File: src/design/sbc_debug_pkg.sv
// Package for the debug-mode watchdog bypass block: SPI byte fields, mode codes, timings.
// Assumes one 200 MHz clock; shared by the mode controller and its helpers.
package sbc_debug_pkg;

  // ****************************************************************
  // Clock and timing
  // ****************************************************************
  localparam int CLK_PERIOD_PS = 5000;
  localparam int NORMAL_REQUEST_MS = 350;
  localparam int RESET_PULSE_DURATION_US = 15000;
  localparam int WATCHDOG_PERIOD_MS = 100;
  localparam int TICK_US = 1;
  localparam int TICK_CYCLES = (TICK_US * 1000000) / CLK_PERIOD_PS;
  localparam int NORMAL_REQUEST_TICKS = NORMAL_REQUEST_MS * 1000 / TICK_US;
  localparam int RESET_PULSE_TICKS = RESET_PULSE_DURATION_US / TICK_US;
  localparam int WATCHDOG_PERIOD_TICKS = WATCHDOG_PERIOD_MS * 1000 / TICK_US;

  // ****************************************************************
  // SPI byte layout
  // ****************************************************************
  localparam int ADDR_MSB = 7;
  localparam int ADDR_LSB = 4;
  localparam int DATA_MSB = 3;
  localparam int DATA_LSB = 0;
  localparam logic [3:0] ADDR_MODE_CONTROL = 4'h1;
  localparam logic [3:0] ADDR_WATCHDOG_TIMING = 4'h2;

  // Mode-control data values
  localparam logic [3:0] MODE_DATA_ARM = 4'h0;
  localparam logic [3:0] MODE_DATA_NORMAL = 4'h5;
  localparam logic [3:0] MODE_DATA_NORMAL_MASK = 4'h7;
  localparam logic [3:0] MODE_DATA_STANDBY = 4'h6;
  localparam logic [3:0] MODE_DATA_STOP = 4'hC;
  localparam logic [3:0] MODE_DATA_SLEEP = 4'hE;

  // ****************************************************************
  // Modes
  // ****************************************************************
  typedef enum logic [3:0] {
    MODE_RESET = 4'h0,
    MODE_NORMAL_REQUEST = 4'h1,
    MODE_NORMAL = 4'h2,
    MODE_STANDBY = 4'h3,
    MODE_STOP = 4'h4,
    MODE_SLEEP = 4'h5,
    MODE_NORMAL_DEBUG = 4'h6,
    MODE_STANDBY_DEBUG = 4'h7,
    MODE_STOP_DEBUG = 4'h8,
    MODE_SLEEP_DEBUG = 4'h9
  } mode_t;

endpackage

File: src/design/spi_cmd_if.sv
// Decoded SPI command carrier between the byte decoder and the mode controller.
// Assumes single-clock operation; strobes are one cycle wide.
`timescale 1ns/1ps
interface spi_cmd_if;
  logic mode_write;
  logic mode_read;
  logic timing_write;
  logic [3:0] data;

  modport source (output mode_write, output mode_read, output timing_write, output data);
  modport sink (input mode_write, input mode_read, input timing_write, input data);
endinterface

File: src/design/spi_byte_decode.sv
// Splits a received SPI byte into register address and data strobes.
// Assumes a one-cycle byte-valid strobe with the byte synchronous to the clock.
`timescale 1ns/1ps
module spi_byte_decode
  import sbc_debug_pkg::*;
(
  input wire logic clk,
  input wire logic reset_n,
  input wire logic byte_valid,
  input wire logic byte_write,
  input wire logic [7:0] byte_in,
  spi_cmd_if.source cmd
);

  logic [3:0] addr;
  logic is_mode;
  logic is_timing;

  assign addr = byte_in[ADDR_MSB:ADDR_LSB];
  assign is_mode = (addr == ADDR_MODE_CONTROL);
  assign is_timing = (addr == ADDR_WATCHDOG_TIMING);

  always_ff @(posedge clk or negedge reset_n) begin
    if (!reset_n) begin
      cmd.mode_write <= 1'b0;
      cmd.mode_read <= 1'b0;
      cmd.timing_write <= 1'b0;
      cmd.data <= 4'h0;
    end else begin
      cmd.mode_write <= byte_valid && byte_write && is_mode;
      cmd.mode_read <= byte_valid && !byte_write && is_mode;
      cmd.timing_write <= byte_valid && byte_write && is_timing;
      cmd.data <= byte_in[DATA_MSB:DATA_LSB];
    end
  end

endmodule // spi_byte_decode

File: src/design/sbc_debug_ctrl.sv
// Mode controller with debug-mode watchdog bypass.
// Assumes bytes and status inputs synchronous to MCLK; RESET_N is power-up reset.
//
// Behaviour
// - After power-up the battery-fail flag is set and the device enters Normal Request.
// - A watchdog timing write in Normal Request moves the device to Normal.
// - A mode-control write of 0000 (byte 0001 0000) in Normal or Standby arms debug while the battery-fail flag is set.
// - Once armed, a mode-control write 0001 x101 selects Normal Debug.
// - If Normal Request expires the device enters Reset and then Normal Request again.
// - In any debug mode there is no watchdog servicing and no watchdog reset.
// - A mode-control write of 0000 in Normal Debug or Standby Debug leaves debug.
// - A wake-up in Stop Debug or Sleep Debug enters Normal Request for 350 ms.
// - Stop entered from debug runs without watchdog regardless of the stop bit.
// - A low main regulator output in any debug mode forces Reset.
// - Unconfigured, reset is held low for the pulse duration then released 350 ms, repeating.
// - Any watchdog timing write counts as a watchdog trigger.
`timescale 1ns/1ps
module sbc_debug_ctrl
  import sbc_debug_pkg::*;
#(
  parameter int NR_TICKS = NORMAL_REQUEST_TICKS,
  parameter int RST_TICKS = RESET_PULSE_TICKS,
  parameter int WD_TICKS = WATCHDOG_PERIOD_TICKS,
  parameter int TICK_DIV = TICK_CYCLES
) (
  // Clock and reset
  input wire logic MCLK,
  input wire logic RESET_N,
  // SPI byte stream
  input wire logic SPI_BYTE_VALID,
  input wire logic SPI_BYTE_WRITE,
  input wire logic [7:0] SPI_BYTE,
  // Status inputs
  input wire logic MAIN_REGULATOR_LOW,
  input wire logic WAKE_UP,
  input wire logic WATCHDOG_IN_STOP_BIT,
  // Outputs
  output logic RESET_OUT_N,
  output logic WATCHDOG_FAIL_OUT_N,
  output logic BATTERY_FAIL,
  output logic DEBUG_ACTIVE,
  output logic [3:0] MODE
);

  // ****************************************************************
  // Decoder and tick divider
  // ****************************************************************
  spi_cmd_if cmd ();

  spi_byte_decode u_decode (
    .clk(MCLK),
    .reset_n(RESET_N),
    .byte_valid(SPI_BYTE_VALID),
    .byte_write(SPI_BYTE_WRITE),
    .byte_in(SPI_BYTE),
    .cmd(cmd)
  );

  logic tick;

  tick_divider #(.DIV(TICK_DIV)) u_tick (
    .clk(MCLK),
    .reset_n(RESET_N),
    .tick(tick)
  );

  // ****************************************************************
  // State
  // ****************************************************************
  mode_t mode_q, mode_d;
  logic [23:0] timer_q, timer_d;
  logic [23:0] wd_q, wd_d;
  logic armed_q, armed_d;
  logic batfail_q, batfail_d;
  logic wdfail_q, wdfail_d;
  logic debug_q;

  wire logic in_debug = (mode_q == MODE_NORMAL_DEBUG) || (mode_q == MODE_STANDBY_DEBUG) ||
                        (mode_q == MODE_STOP_DEBUG) || (mode_q == MODE_SLEEP_DEBUG);
  wire logic wr_arm = cmd.mode_write && (cmd.data == MODE_DATA_ARM);
  wire logic wr_ndbg = cmd.mode_write &&
                       ((cmd.data & MODE_DATA_NORMAL_MASK) == MODE_DATA_NORMAL);
  wire logic wr_sbdbg = cmd.mode_write && (cmd.data == MODE_DATA_STANDBY);
  wire logic wr_stop = cmd.mode_write && (cmd.data == MODE_DATA_STOP);
  wire logic wr_sleep = cmd.mode_write && (cmd.data == MODE_DATA_SLEEP);
  wire logic timer_done = tick && (timer_q == 24'h000000);
  wire logic wd_expired = tick && (wd_q == 24'h000000);
  // Watchdog runs only in Normal/Standby, and in Stop when its bit asks; never in debug
  wire logic wd_running = (mode_q == MODE_NORMAL) || (mode_q == MODE_STANDBY) ||
                          ((mode_q == MODE_STOP) && WATCHDOG_IN_STOP_BIT);

  // ****************************************************************
  // Next-state logic
  // ****************************************************************
  always_comb begin
    mode_d = mode_q;
    timer_d = (tick && timer_q != 24'h000000) ? timer_q - 24'h000001 : timer_q;
    wd_d = (tick && wd_q != 24'h000000) ? wd_q - 24'h000001 : wd_q;
    armed_d = armed_q;
    batfail_d = batfail_q;
    wdfail_d = wdfail_q;
    if (cmd.timing_write) begin
      wd_d = 24'(WD_TICKS - 1);
      wdfail_d = 1'b0;
    end
    if (cmd.mode_read) begin
      batfail_d = 1'b0;
    end
    case (mode_q)
      MODE_RESET: begin
        if (timer_done) begin
          mode_d = MODE_NORMAL_REQUEST;
          timer_d = 24'(NR_TICKS - 1);
        end
      end
      MODE_NORMAL_REQUEST: begin
        if (wr_ndbg && armed_q) begin
          mode_d = MODE_NORMAL_DEBUG;
        end else if (wr_sbdbg && armed_q) begin
          mode_d = MODE_STANDBY_DEBUG;
        end else if (cmd.timing_write) begin
          mode_d = MODE_NORMAL;
        end else if (timer_done) begin
          mode_d = MODE_RESET;
          timer_d = 24'(RST_TICKS - 1);
        end
      end
      MODE_NORMAL, MODE_STANDBY: begin
        if (wr_arm && batfail_q) begin
          armed_d = 1'b1;
        end else if (wr_ndbg && armed_q) begin
          mode_d = MODE_NORMAL_DEBUG;
        end else if (wr_stop) begin
          mode_d = MODE_STOP;
        end else if (wr_sleep) begin
          mode_d = MODE_SLEEP;
        end else if (cmd.mode_write && cmd.data == MODE_DATA_STANDBY) begin
          mode_d = MODE_STANDBY;
        end else if (wd_expired) begin
          mode_d = MODE_RESET;
          wdfail_d = 1'b1;
          armed_d = 1'b0;
          timer_d = 24'(RST_TICKS - 1);
        end
        if (cmd.mode_write && !wr_arm) begin
          batfail_d = 1'b0;
        end
      end
      MODE_STOP, MODE_SLEEP: begin
        if (WAKE_UP) begin
          mode_d = MODE_RESET;
          timer_d = 24'(RST_TICKS - 1);
        end else if (wd_running && wd_expired) begin
          mode_d = MODE_RESET;
          wdfail_d = 1'b1;
          timer_d = 24'(RST_TICKS - 1);
        end
      end
      MODE_NORMAL_DEBUG, MODE_STANDBY_DEBUG: begin
        if (wr_arm) begin
          mode_d = MODE_NORMAL;
          armed_d = 1'b0;
          batfail_d = 1'b0;
          wd_d = 24'(WD_TICKS - 1);
        end else if (wr_stop) begin
          mode_d = MODE_STOP_DEBUG;
        end else if (wr_sleep) begin
          mode_d = MODE_SLEEP_DEBUG;
        end else if (wr_sbdbg) begin
          mode_d = MODE_STANDBY_DEBUG;
        end else if (wr_ndbg) begin
          mode_d = MODE_NORMAL_DEBUG;
        end
      end
      MODE_STOP_DEBUG, MODE_SLEEP_DEBUG: begin
        if (WAKE_UP) begin
          mode_d = MODE_NORMAL_REQUEST;
          timer_d = 24'(NR_TICKS - 1);
        end
      end
      default: begin
        mode_d = MODE_RESET;
        timer_d = 24'(RST_TICKS - 1);
      end
    endcase
    if (in_debug && MAIN_REGULATOR_LOW) begin
      mode_d = MODE_RESET;
      armed_d = 1'b0;
      timer_d = 24'(RST_TICKS - 1);
    end
    if (mode_d == MODE_RESET && mode_q != MODE_RESET && !in_debug) begin
      armed_d = 1'b0;
    end
  end

  // ****************************************************************
  // Registers
  // ****************************************************************
  always_ff @(posedge MCLK or negedge RESET_N) begin
    if (!RESET_N) begin
      mode_q <= MODE_RESET;
      timer_q <= 24'h000000;
      wd_q <= 24'h000000;
      armed_q <= 1'b0;
      batfail_q <= 1'b1;
      wdfail_q <= 1'b0;
    end else begin
      mode_q <= mode_d;
      timer_q <= timer_d;
      wd_q <= wd_d;
      armed_q <= armed_d;
      batfail_q <= batfail_d;
      wdfail_q <= wdfail_d;
    end
  end

  always_ff @(posedge MCLK or negedge RESET_N) begin
    if (!RESET_N) begin
      RESET_OUT_N <= 1'b0;
      WATCHDOG_FAIL_OUT_N <= 1'b1;
      BATTERY_FAIL <= 1'b1;
      DEBUG_ACTIVE <= 1'b0;
      MODE <= 4'h0;
      debug_q <= 1'b0;
    end else begin
      RESET_OUT_N <= (mode_d != MODE_RESET);
      WATCHDOG_FAIL_OUT_N <= !wdfail_d;
      BATTERY_FAIL <= batfail_d;
      DEBUG_ACTIVE <= (mode_d == MODE_NORMAL_DEBUG) || (mode_d == MODE_STANDBY_DEBUG) ||
                      (mode_d == MODE_STOP_DEBUG) || (mode_d == MODE_SLEEP_DEBUG);
      MODE <= mode_d;
      debug_q <= in_debug;
    end
  end

  // ****************************************************************
  // Assertions
  // ****************************************************************
  property p_debug_no_wd_reset;
    @(posedge MCLK) disable iff (!RESET_N)
      (in_debug && !MAIN_REGULATOR_LOW) |=> (mode_q != MODE_RESET);
  endproperty
  a_debug_no_wd_reset: assert property (p_debug_no_wd_reset)
    else $error("Reset entered from debug without regulator low");

  property p_reg_low;
    @(posedge MCLK) disable iff (!RESET_N)
      (in_debug && MAIN_REGULATOR_LOW) |=> (mode_q == MODE_RESET) ##1 !RESET_OUT_N;
  endproperty
  a_reg_low: assert property (p_reg_low)
    else $error("Regulator low in debug did not force reset");

  property p_timing_to_normal;
    @(posedge MCLK) disable iff (!RESET_N)
      (mode_q == MODE_NORMAL_REQUEST && cmd.timing_write && !cmd.mode_write && !timer_done)
      |=> (mode_q == MODE_NORMAL);
  endproperty
  a_timing_to_normal: assert property (p_timing_to_normal)
    else $error("Timing write in Normal Request did not reach Normal");

  property p_arm;
    @(posedge MCLK) disable iff (!RESET_N)
      (mode_q == MODE_NORMAL && wr_arm && batfail_q) |=> armed_q;
  endproperty
  a_arm: assert property (p_arm)
    else $error("Debug not armed");

  property p_enter_debug;
    @(posedge MCLK) disable iff (!RESET_N)
      (mode_q == MODE_NORMAL && armed_q && wr_ndbg) |=> (mode_q == MODE_NORMAL_DEBUG)
      ##1 DEBUG_ACTIVE;
  endproperty
  a_enter_debug: assert property (p_enter_debug)
    else $error("Normal Debug not entered");

  property p_leave_debug;
    @(posedge MCLK) disable iff (!RESET_N)
      (mode_q == MODE_NORMAL_DEBUG && wr_arm && !MAIN_REGULATOR_LOW) |=> !in_debug;
  endproperty
  a_leave_debug: assert property (p_leave_debug)
    else $error("Debug not left on 0000 write");

  property p_wake_debug;
    @(posedge MCLK) disable iff (!RESET_N)
      ((mode_q == MODE_STOP_DEBUG || mode_q == MODE_SLEEP_DEBUG) && WAKE_UP &&
       !MAIN_REGULATOR_LOW) |=> (mode_q == MODE_NORMAL_REQUEST) && RESET_OUT_N;
  endproperty
  a_wake_debug: assert property (p_wake_debug)
    else $error("Wake from debug low power missed Normal Request");

  property p_nr_timeout;
    @(posedge MCLK) disable iff (!RESET_N)
      (mode_q == MODE_NORMAL_REQUEST && timer_done && !cmd.mode_write && !cmd.timing_write)
      |=> (mode_q == MODE_RESET) && (timer_q == 24'(RST_TICKS - 1));
  endproperty
  a_nr_timeout: assert property (p_nr_timeout)
    else $error("Normal Request timeout did not reset");

  property p_reset_release;
    @(posedge MCLK) disable iff (!RESET_N)
      (mode_q == MODE_RESET && timer_done) |=> (mode_q == MODE_NORMAL_REQUEST) ##1 RESET_OUT_N;
  endproperty
  a_reset_release: assert property (p_reset_release)
    else $error("Reset pulse did not release");

  // Even with the stop bit set, Stop Debug neither resets nor flags a watchdog fault
  property p_stop_debug_no_wd;
    @(posedge MCLK) disable iff (!RESET_N)
      (mode_q == MODE_STOP_DEBUG && WATCHDOG_IN_STOP_BIT && !WAKE_UP && !MAIN_REGULATOR_LOW &&
       !cmd.timing_write) |=> (mode_q == MODE_STOP_DEBUG) && $stable(WATCHDOG_FAIL_OUT_N);
  endproperty
  a_stop_debug_no_wd: assert property (p_stop_debug_no_wd)
    else $error("Watchdog running in Stop Debug");

  c_enter_debug: cover property (@(posedge MCLK) disable iff (!RESET_N)
    !debug_q && in_debug);
  c_wake_debug: cover property (@(posedge MCLK) disable iff (!RESET_N)
    mode_q == MODE_STOP_DEBUG ##1 mode_q == MODE_NORMAL_REQUEST);
  c_nr_timeout: cover property (@(posedge MCLK) disable iff (!RESET_N)
    mode_q == MODE_NORMAL_REQUEST ##1 mode_q == MODE_RESET);

endmodule // sbc_debug_ctrl

File: src/design/tick_divider.sv
// Divides the system clock into a one-cycle tick enable.
// Assumes a single clock; DIV is at least one.
`timescale 1ns/1ps
module tick_divider #(
  parameter int DIV = 200
) (
  input wire logic clk,
  input wire logic reset_n,
  output logic tick
);

  logic [15:0] cnt_q;
  wire logic wrap = (cnt_q == 16'(DIV - 1));

  always_ff @(posedge clk or negedge reset_n) begin
    if (!reset_n) begin
      cnt_q <= 16'h0000;
      tick <= 1'b0;
    end else begin
      cnt_q <= wrap ? 16'h0000 : cnt_q + 16'h0001;
      tick <= wrap;
    end
  end

endmodule // tick_divider

File: config.mk
export PLATFORM = sky130hd
export DESIGN_NAME = sbc_debug_ctrl
export DESIGN_NICKNAME = d
export VERILOG_FILES = /design/src/design/sbc_debug_pkg.sv /design/src/design/spi_cmd_if.sv /design/src/design/spi_byte_decode.sv /design/src/design/sbc_debug_ctrl.sv /design/src/design/tick_divider.sv
export SDC_FILE = /design/constraint.sdc
export NUM_CORES = 1
export LEC_CHECK = 0
export CAP_MARGIN = 5
export CORE_MARGIN = 2
export CORE_UTILIZATION = 40
export CTS_CLUSTER_DIAMETER = 150
export DETAILED_ROUTE_END_ITERATION = 7
export DONT_BUFFER_PORTS = 1
export HOLD_SLACK_MARGIN = 0.06
export PLACE_DENSITY = 0.58
export SLEW_MARGIN = 25
export SYNTH_ARGS = -nofsm -noshare
export SYNTH_HDL_FRONTEND = slang
export SYNTH_HIERARCHICAL = 1
export SYNTH_SLANG_ARGS = --single-unit
File: constraint.sdc
create_clock -name MCLK -period 8.9 [get_ports MCLK]
set_clock_uncertainty 0.2 [all_clocks]
set_input_delay 0.89 -clock MCLK [delete_from_list [all_inputs] [get_ports MCLK]]
set_output_delay 0.89 -clock MCLK [all_outputs]
set_load 0.03 [all_outputs]
# == Word-level counts from Yosys, hierarchy flattened ==
# Cells that the tools add are included.
# totals
inputBits,15
n_memories,0
latchBits,0
romBits,0
ff_bits,82
ram_bits,0
# classes
mux,67
shift,0
mul,0
order_cmp,0
n_reduce_logical,50
div_mod_pow,0
n_eq_ne,26
bitwise,0
n_addsub,3
# ops
op,count
two-way mux 24 bit,20
one-hot mux 24 bit (6 select lines),1
two-way mux 4 bit,20
logical NOT 24 bit,2
nonzero test 24 bit,2
subtractor 24 x 1 -> 24 bit (second input constant),2
equality test 4 x 3 -> 1 bit (second input constant),7
!= test 5 bit (second input constant),5
equality test 4 bit (second input constant),6
one-hot mux 4 bit (6 select lines),1
logical AND 1 bit,23
two-way mux 1 bit,21
adder 16 x 1 -> 16 bit (second input constant),1
equality test 16 x 8 -> 1 bit (second input constant),1
two-way mux 16 bit,1
equality test 4 x 2 -> 1 bit (second input constant),3
logical NOT 4 bit,3
nonzero test 4 bit,3
equality test 4 x 1 -> 1 bit (second input constant),2
logical OR 1 bit,8
OR reduction 2 bit,4
AND reduction 7 bit,1
one-hot mux 1 bit (2 select lines),3
logical NOT 1 bit,4
2 further kinds,2

# == Longest topological paths before layout ==
# depth
depth_word,15
mapped_depth,9
mapped_depth_nobuf,8

# == Cells and area by module ==
# The synthesis kept the hierarchy.
# modules_own_cells
module,n_inst,area_each_um2,seq_area_each_um2,cells_per_inst
sbc_debug_ctrl,1,3508.4,1453.9,389
tick_divider,1,794.5,425.4,70
spi_byte_decode,1,244.0,175.2,13

# == Least setup slack after synthesis ==
# No wires, ideal clock.
# synth_timing
kind,flip-flop to flip-flop
startpoint,register wd_q[9]
endpoint,register wd_q[23]
setup_ns,0.119
path_stages_with_launch,8
setup_slack_ns,6.119
n_path_buf,1
period_less_slack_ns,2.781
arrival_time_ns,2.462
t_required_ns,8.581
path_cell_list,dfrtp_1 or4_4 or4_4 buf_6 o31ai_1 and4bb_2 xnor2_1 nor2_1
# synth_via
elab_chain_len,6
# synth_rtl
item,line,text
from (decl),sbc_debug_ctrl.sv:72,"logic [23:0] wd_q, wd_d;"
from (signal assigned),sbc_debug_ctrl.sv:210,wd_q <= wd_d;
"parallel branches: the longest is 2 deep, another holds subtractor 24 x 1 -> 24 bit",n/a,
two-way mux 24 bit *,sbc_debug_ctrl.sv:98,wd_d = (tick && wd_q != 24'h000000) ? wd_q - 24'h000001 : wd_q;
two-way mux 24 bit *,sbc_debug_ctrl.sv:102,if (cmd.timing_write) begin
two-way mux 24 bit,sbc_debug_ctrl.sv:160,if (wr_arm) begin
two-way mux 24 bit *,sbc_debug_ctrl.sv:109,case (mode_q)
net wd_d[23],sbc_debug_ctrl.sv:72,
# Mark *: on every way through the listed nets, which the timed path passes.
# A chain may end at the register's enable or synchronous reset.

# == Worst setup path after layout ==
# layout_timing
startpoint,register wd_q[9]
endpoint,register timer_q[9]
# layout_via
elab_chain_len,10
# layout_rtl
item,line,text
logical NOT 24 bit *,sbc_debug_ctrl.sv:87,wire logic wd_expired = tick && (wd_q == 24'h000000);
logical AND 1 bit *,sbc_debug_ctrl.sv:87,
two-way mux 24 bit,sbc_debug_ctrl.sv:139,end else if (wd_expired) begin
two-way mux 24 bit,sbc_debug_ctrl.sv:137,end else if (cmd.mode_write && cmd.data == MODE_DATA_STANDBY) begin
two-way mux 24 bit,sbc_debug_ctrl.sv:135,end else if (wr_sleep) begin
two-way mux 24 bit,sbc_debug_ctrl.sv:133,end else if (wr_stop) begin
two-way mux 24 bit,sbc_debug_ctrl.sv:131,end else if (wr_ndbg && armed_q) begin
two-way mux 24 bit,sbc_debug_ctrl.sv:129,if (wr_arm && batfail_q) begin
one-hot mux 24 bit (6 select lines) *,sbc_debug_ctrl.sv:109,
two-way mux 24 bit *,sbc_debug_ctrl.sv:186,if (in_debug && MAIN_REGULATOR_LOW) begin
net timer_d[9],sbc_debug_ctrl.sv:71,"logic [23:0] timer_q, timer_d;"
to (signal assigned),sbc_debug_ctrl.sv:209,timer_q <= timer_d;
to (decl),sbc_debug_ctrl.sv:71,
# Mark *: on every way through the listed nets, which the timed path passes. The rest lies on a longest branch.

==> impl_metrics.json <==
{
  "first_pass_iters": 5,
  "top_layer_used": "met4",
  "postCtsSetupBuffers": 0,
  "worstHoldStart": "u_decode/cmd.mode_read",
  "finalHoldViolations": 0,
  "worst_r2r_endpoint": "timer_q[9]",
  "area_growth_pct": 9.41,
  "reg2reg_slack_ns": 5.60,
  "dp_hpwl_mm": 6.42,
  "clk_path_buf_depth": 2,
  "num_vias": 3463,
  "syn_area_per_cell_um2": 9.63,
  "design_area_um2": 4970,
  "diodes": 0,
  "synth_seq_cells": 82,
  "rr_worst_depth": 6,
  "drc": 0,
  "met3_length_um": 324,
  "place_congestion": 0.851,
  "syn-instance-count": 472,
  "final_max_slew_viol_count": 0,
  "drt-initial-drc-count": 241,
  "r2r_start": "wd_q[9]",
  "die_w_um": 111,
  "nFillCells": 1056,
  "cts.clk_slew.worst_paths_ns": 0.06,
  "peakVddDrop_uv": 104,
  "layout_common_cells": "dfrtp_1 (80), nor2_1 (53), xnor2_1 (37)",
  "cts_root_buf": "clkbuf_16",
  "worst_ep_arrival_time_ns": 3.37,
  "grt_pass1_wl_mm": 16.1,
  "grt_max_degree": 81,
  "instances_no_fill": 612,
  "critical_path.max_fanout": 13,
  "critical_path.top_delay_family": "simple AND/OR/NAND/NOR gates",
  "grt_usage": 0.159,
  "slowest_delay_ns": 0.82,
  "startpoint_type": "register",
  "core_area_um2": 11000,
  "place_inst": 595,
  "synth_ff_type": "dfrtp_1",
  "worstPathRequired_ns": 8.96,
  "cts_tree": "yes",
  "worst-setup-path-type": "register to register",
  "io-pin-count": 23,
  "holdPathStages": 1,
  "whs_endpoint": "BATTERY_FAIL",
  "hold_buffers": 1,
  "total_power_uw": 836,
  "period_share": 0.371,
  "htree_levels": 3,
  "cts_resized": 0,
  "rsz0062_at_grt": "false",
  "synth_cell_types": 62,
  "cp-end-kind": "register",
  "wl_met2_mm": 4.41,
  "synth.cell_area_um2": 4550,
  "critPathSlowestCell": "o31ai_2",
  "power_density_nw_per_um2": 168,
  "dpl-instance-area_um2": 4650,
  "clk_latency_ns": 0.33,
  "worst_pin_slew_ns": 0.969,
  "ant_nets": 0,
  "path_cells": "or4_4, or4_4, nor4_1, a31oi_1, o31ai_2, nand2b_1",
  "cts_num_sinks": 82,
  "routed_wl_mm": 9.42,
  "cellLeakagePower_nw": 2.00,
  "crit_top_cell": "or4_4",
  "initial_core_util": 0.414,
  "worst_hold_path_type": "register to register",
  "grt_pass1_vias": 3293,
  "status": "completed",
  "cts_made_buffers": 9,
  "nets": 487,
  "setup_viol": 0,
  "ys_async_sr_fraction": 1.00,
  "wl_per_cell_um": 15.4,
  "drv_cap": 0,
  "antenna_found_initial": 0,
  "layout_commonest_cell": "dfrtp_1",
  "synth-edff-count": 0,
  "seq_area_frac_synth": 0.452,
  "clock.fmax_mhz": 303,
  "dieArea_um2": 12200,
  "viasPerCell": 5.66,
  "die_h_um": 111,
  "drive_above_1_share": 0.102,
  "syn_nets": 492,
  "tns_ns": 0,
  "port_buffers": 0,
  "fin_crit_ns": 3.30,
  "drt-met1-wl_mm": 4.63,
  "grt_overflow": 0,
  "synth_warnings": 6,
  "slew_headroom": 0.351,
  "cp_num_buf_inv": 0,
  "rows": 38
}
power by group:
part | leakage [nW] | internal [mW] | switching [mW] | total [mW]
Combinational | 0.803 | 0.0226 | 0.0387 | 0.0613
Sequential | 1.04 | 0.385 | 0.0141 | 0.399
Clock | 0.151 | 0.220 | 0.156 | 0.376
Total | 2.00 | 0.627 | 0.209 | 0.836
metrics by stage:
step / hold slack (ns) / setup slack, ns / utilization
3_5_place_dp: 0.186 / 5.58 / 0.423
3_3_place_gp: 0.152 / 5.71 / 0.423
4_1_cts: 0.190 / 5.58 / 0.453
5_1_grt: 0.180 / 5.35 / 0.453
6_report: 0.180 / 5.60 / 0.453
2_1_floorplan: 0.144 / 6.12 / -
worst register-to-register path: cells and delay by family, from the launching register on:
kind | cells | cell delay, ns
AOI/OAI and AO/OA | 2 | 1.01
and+or+nand+nor | 4 | 1.62
DFF | 1 | 0.42
worst max path at each step:
stage,to,cells past startpoint,slack [ns],start
after floorplan,wd_q[23],7,6.12,wd_q[9]
after global placement,timer_q[19],6,5.71,wd_q[9]
after detailed placement,timer_q[21],6,5.58,wd_q[9]
after CTS,timer_q[9],6,5.58,wd_q[9]
after global routing,timer_q[17],6,5.35,wd_q[9]
final,timer_q[9],6,5.60,wd_q[9]
state kept, by name, summed over array words and instances, names as in the netlist, 4 cells and up:
signal	cells
MODE	4
u_tick/cnt_q	16
wd_q	24
u_decode/cmd.data	4
timer_q	24
layer usage:
layer,GRT usage,vias to the layer above
met3,0.0324,2
met4,0.0433,0
met5,0,-
met1,0.226,1698
met2,0.246,61
li1,-,1702
cells in the mapped netlist (all sizes together), types with 4 or more instances:
master   n  share of area
nand4    8          0.015
o21bai   6         0.0099
nand2b   8          0.011
dfrtp   80           0.44
clkbuf  11         0.0091
nand2   31          0.026
nor4    26          0.043
inv     11         0.0091
nor2b    5         0.0069
a21o     4         0.0066
nor3    29          0.033
nor2    53          0.044
xnor2   37          0.071
o21ai   16          0.018
ha       5          0.014
nand3   14          0.017
nand4b   4         0.0077
buf      8          0.011
a21oi   16          0.018
or4      9          0.017
or3     13          0.018
a31oi    5         0.0069
or2      5         0.0069
xor2    17          0.033
o31ai    5         0.0094
nor4b    4         0.0077
cells by family after synthesis:
logic type / Yosys count / share of synthesized area
buffers and inverters: 30 / 0.0289
and+or+nand+nor: 230 / 0.296
adders and majority gates: 5 / 0.0138
DFF: 82 / 0.452
AOI/OAI and AO/OA: 71 / 0.106
xor gates and xnor gates: 54 / 0.104
final cells by class:
cell class,count,area [um2],share of cell area
Multi-Input combinational cell,360,2360,0.475
Clock buffer,9,225,0.0453
Sequential cell,82,2050,0.413
Inverter,11,41.3,0.00830
Tap cell,140,175,0.0352
Timing Repair Buffer,3,42.5,0.00855
Clock inverter,7,75.1,0.0151
Power figures use the tool's default switching activity.
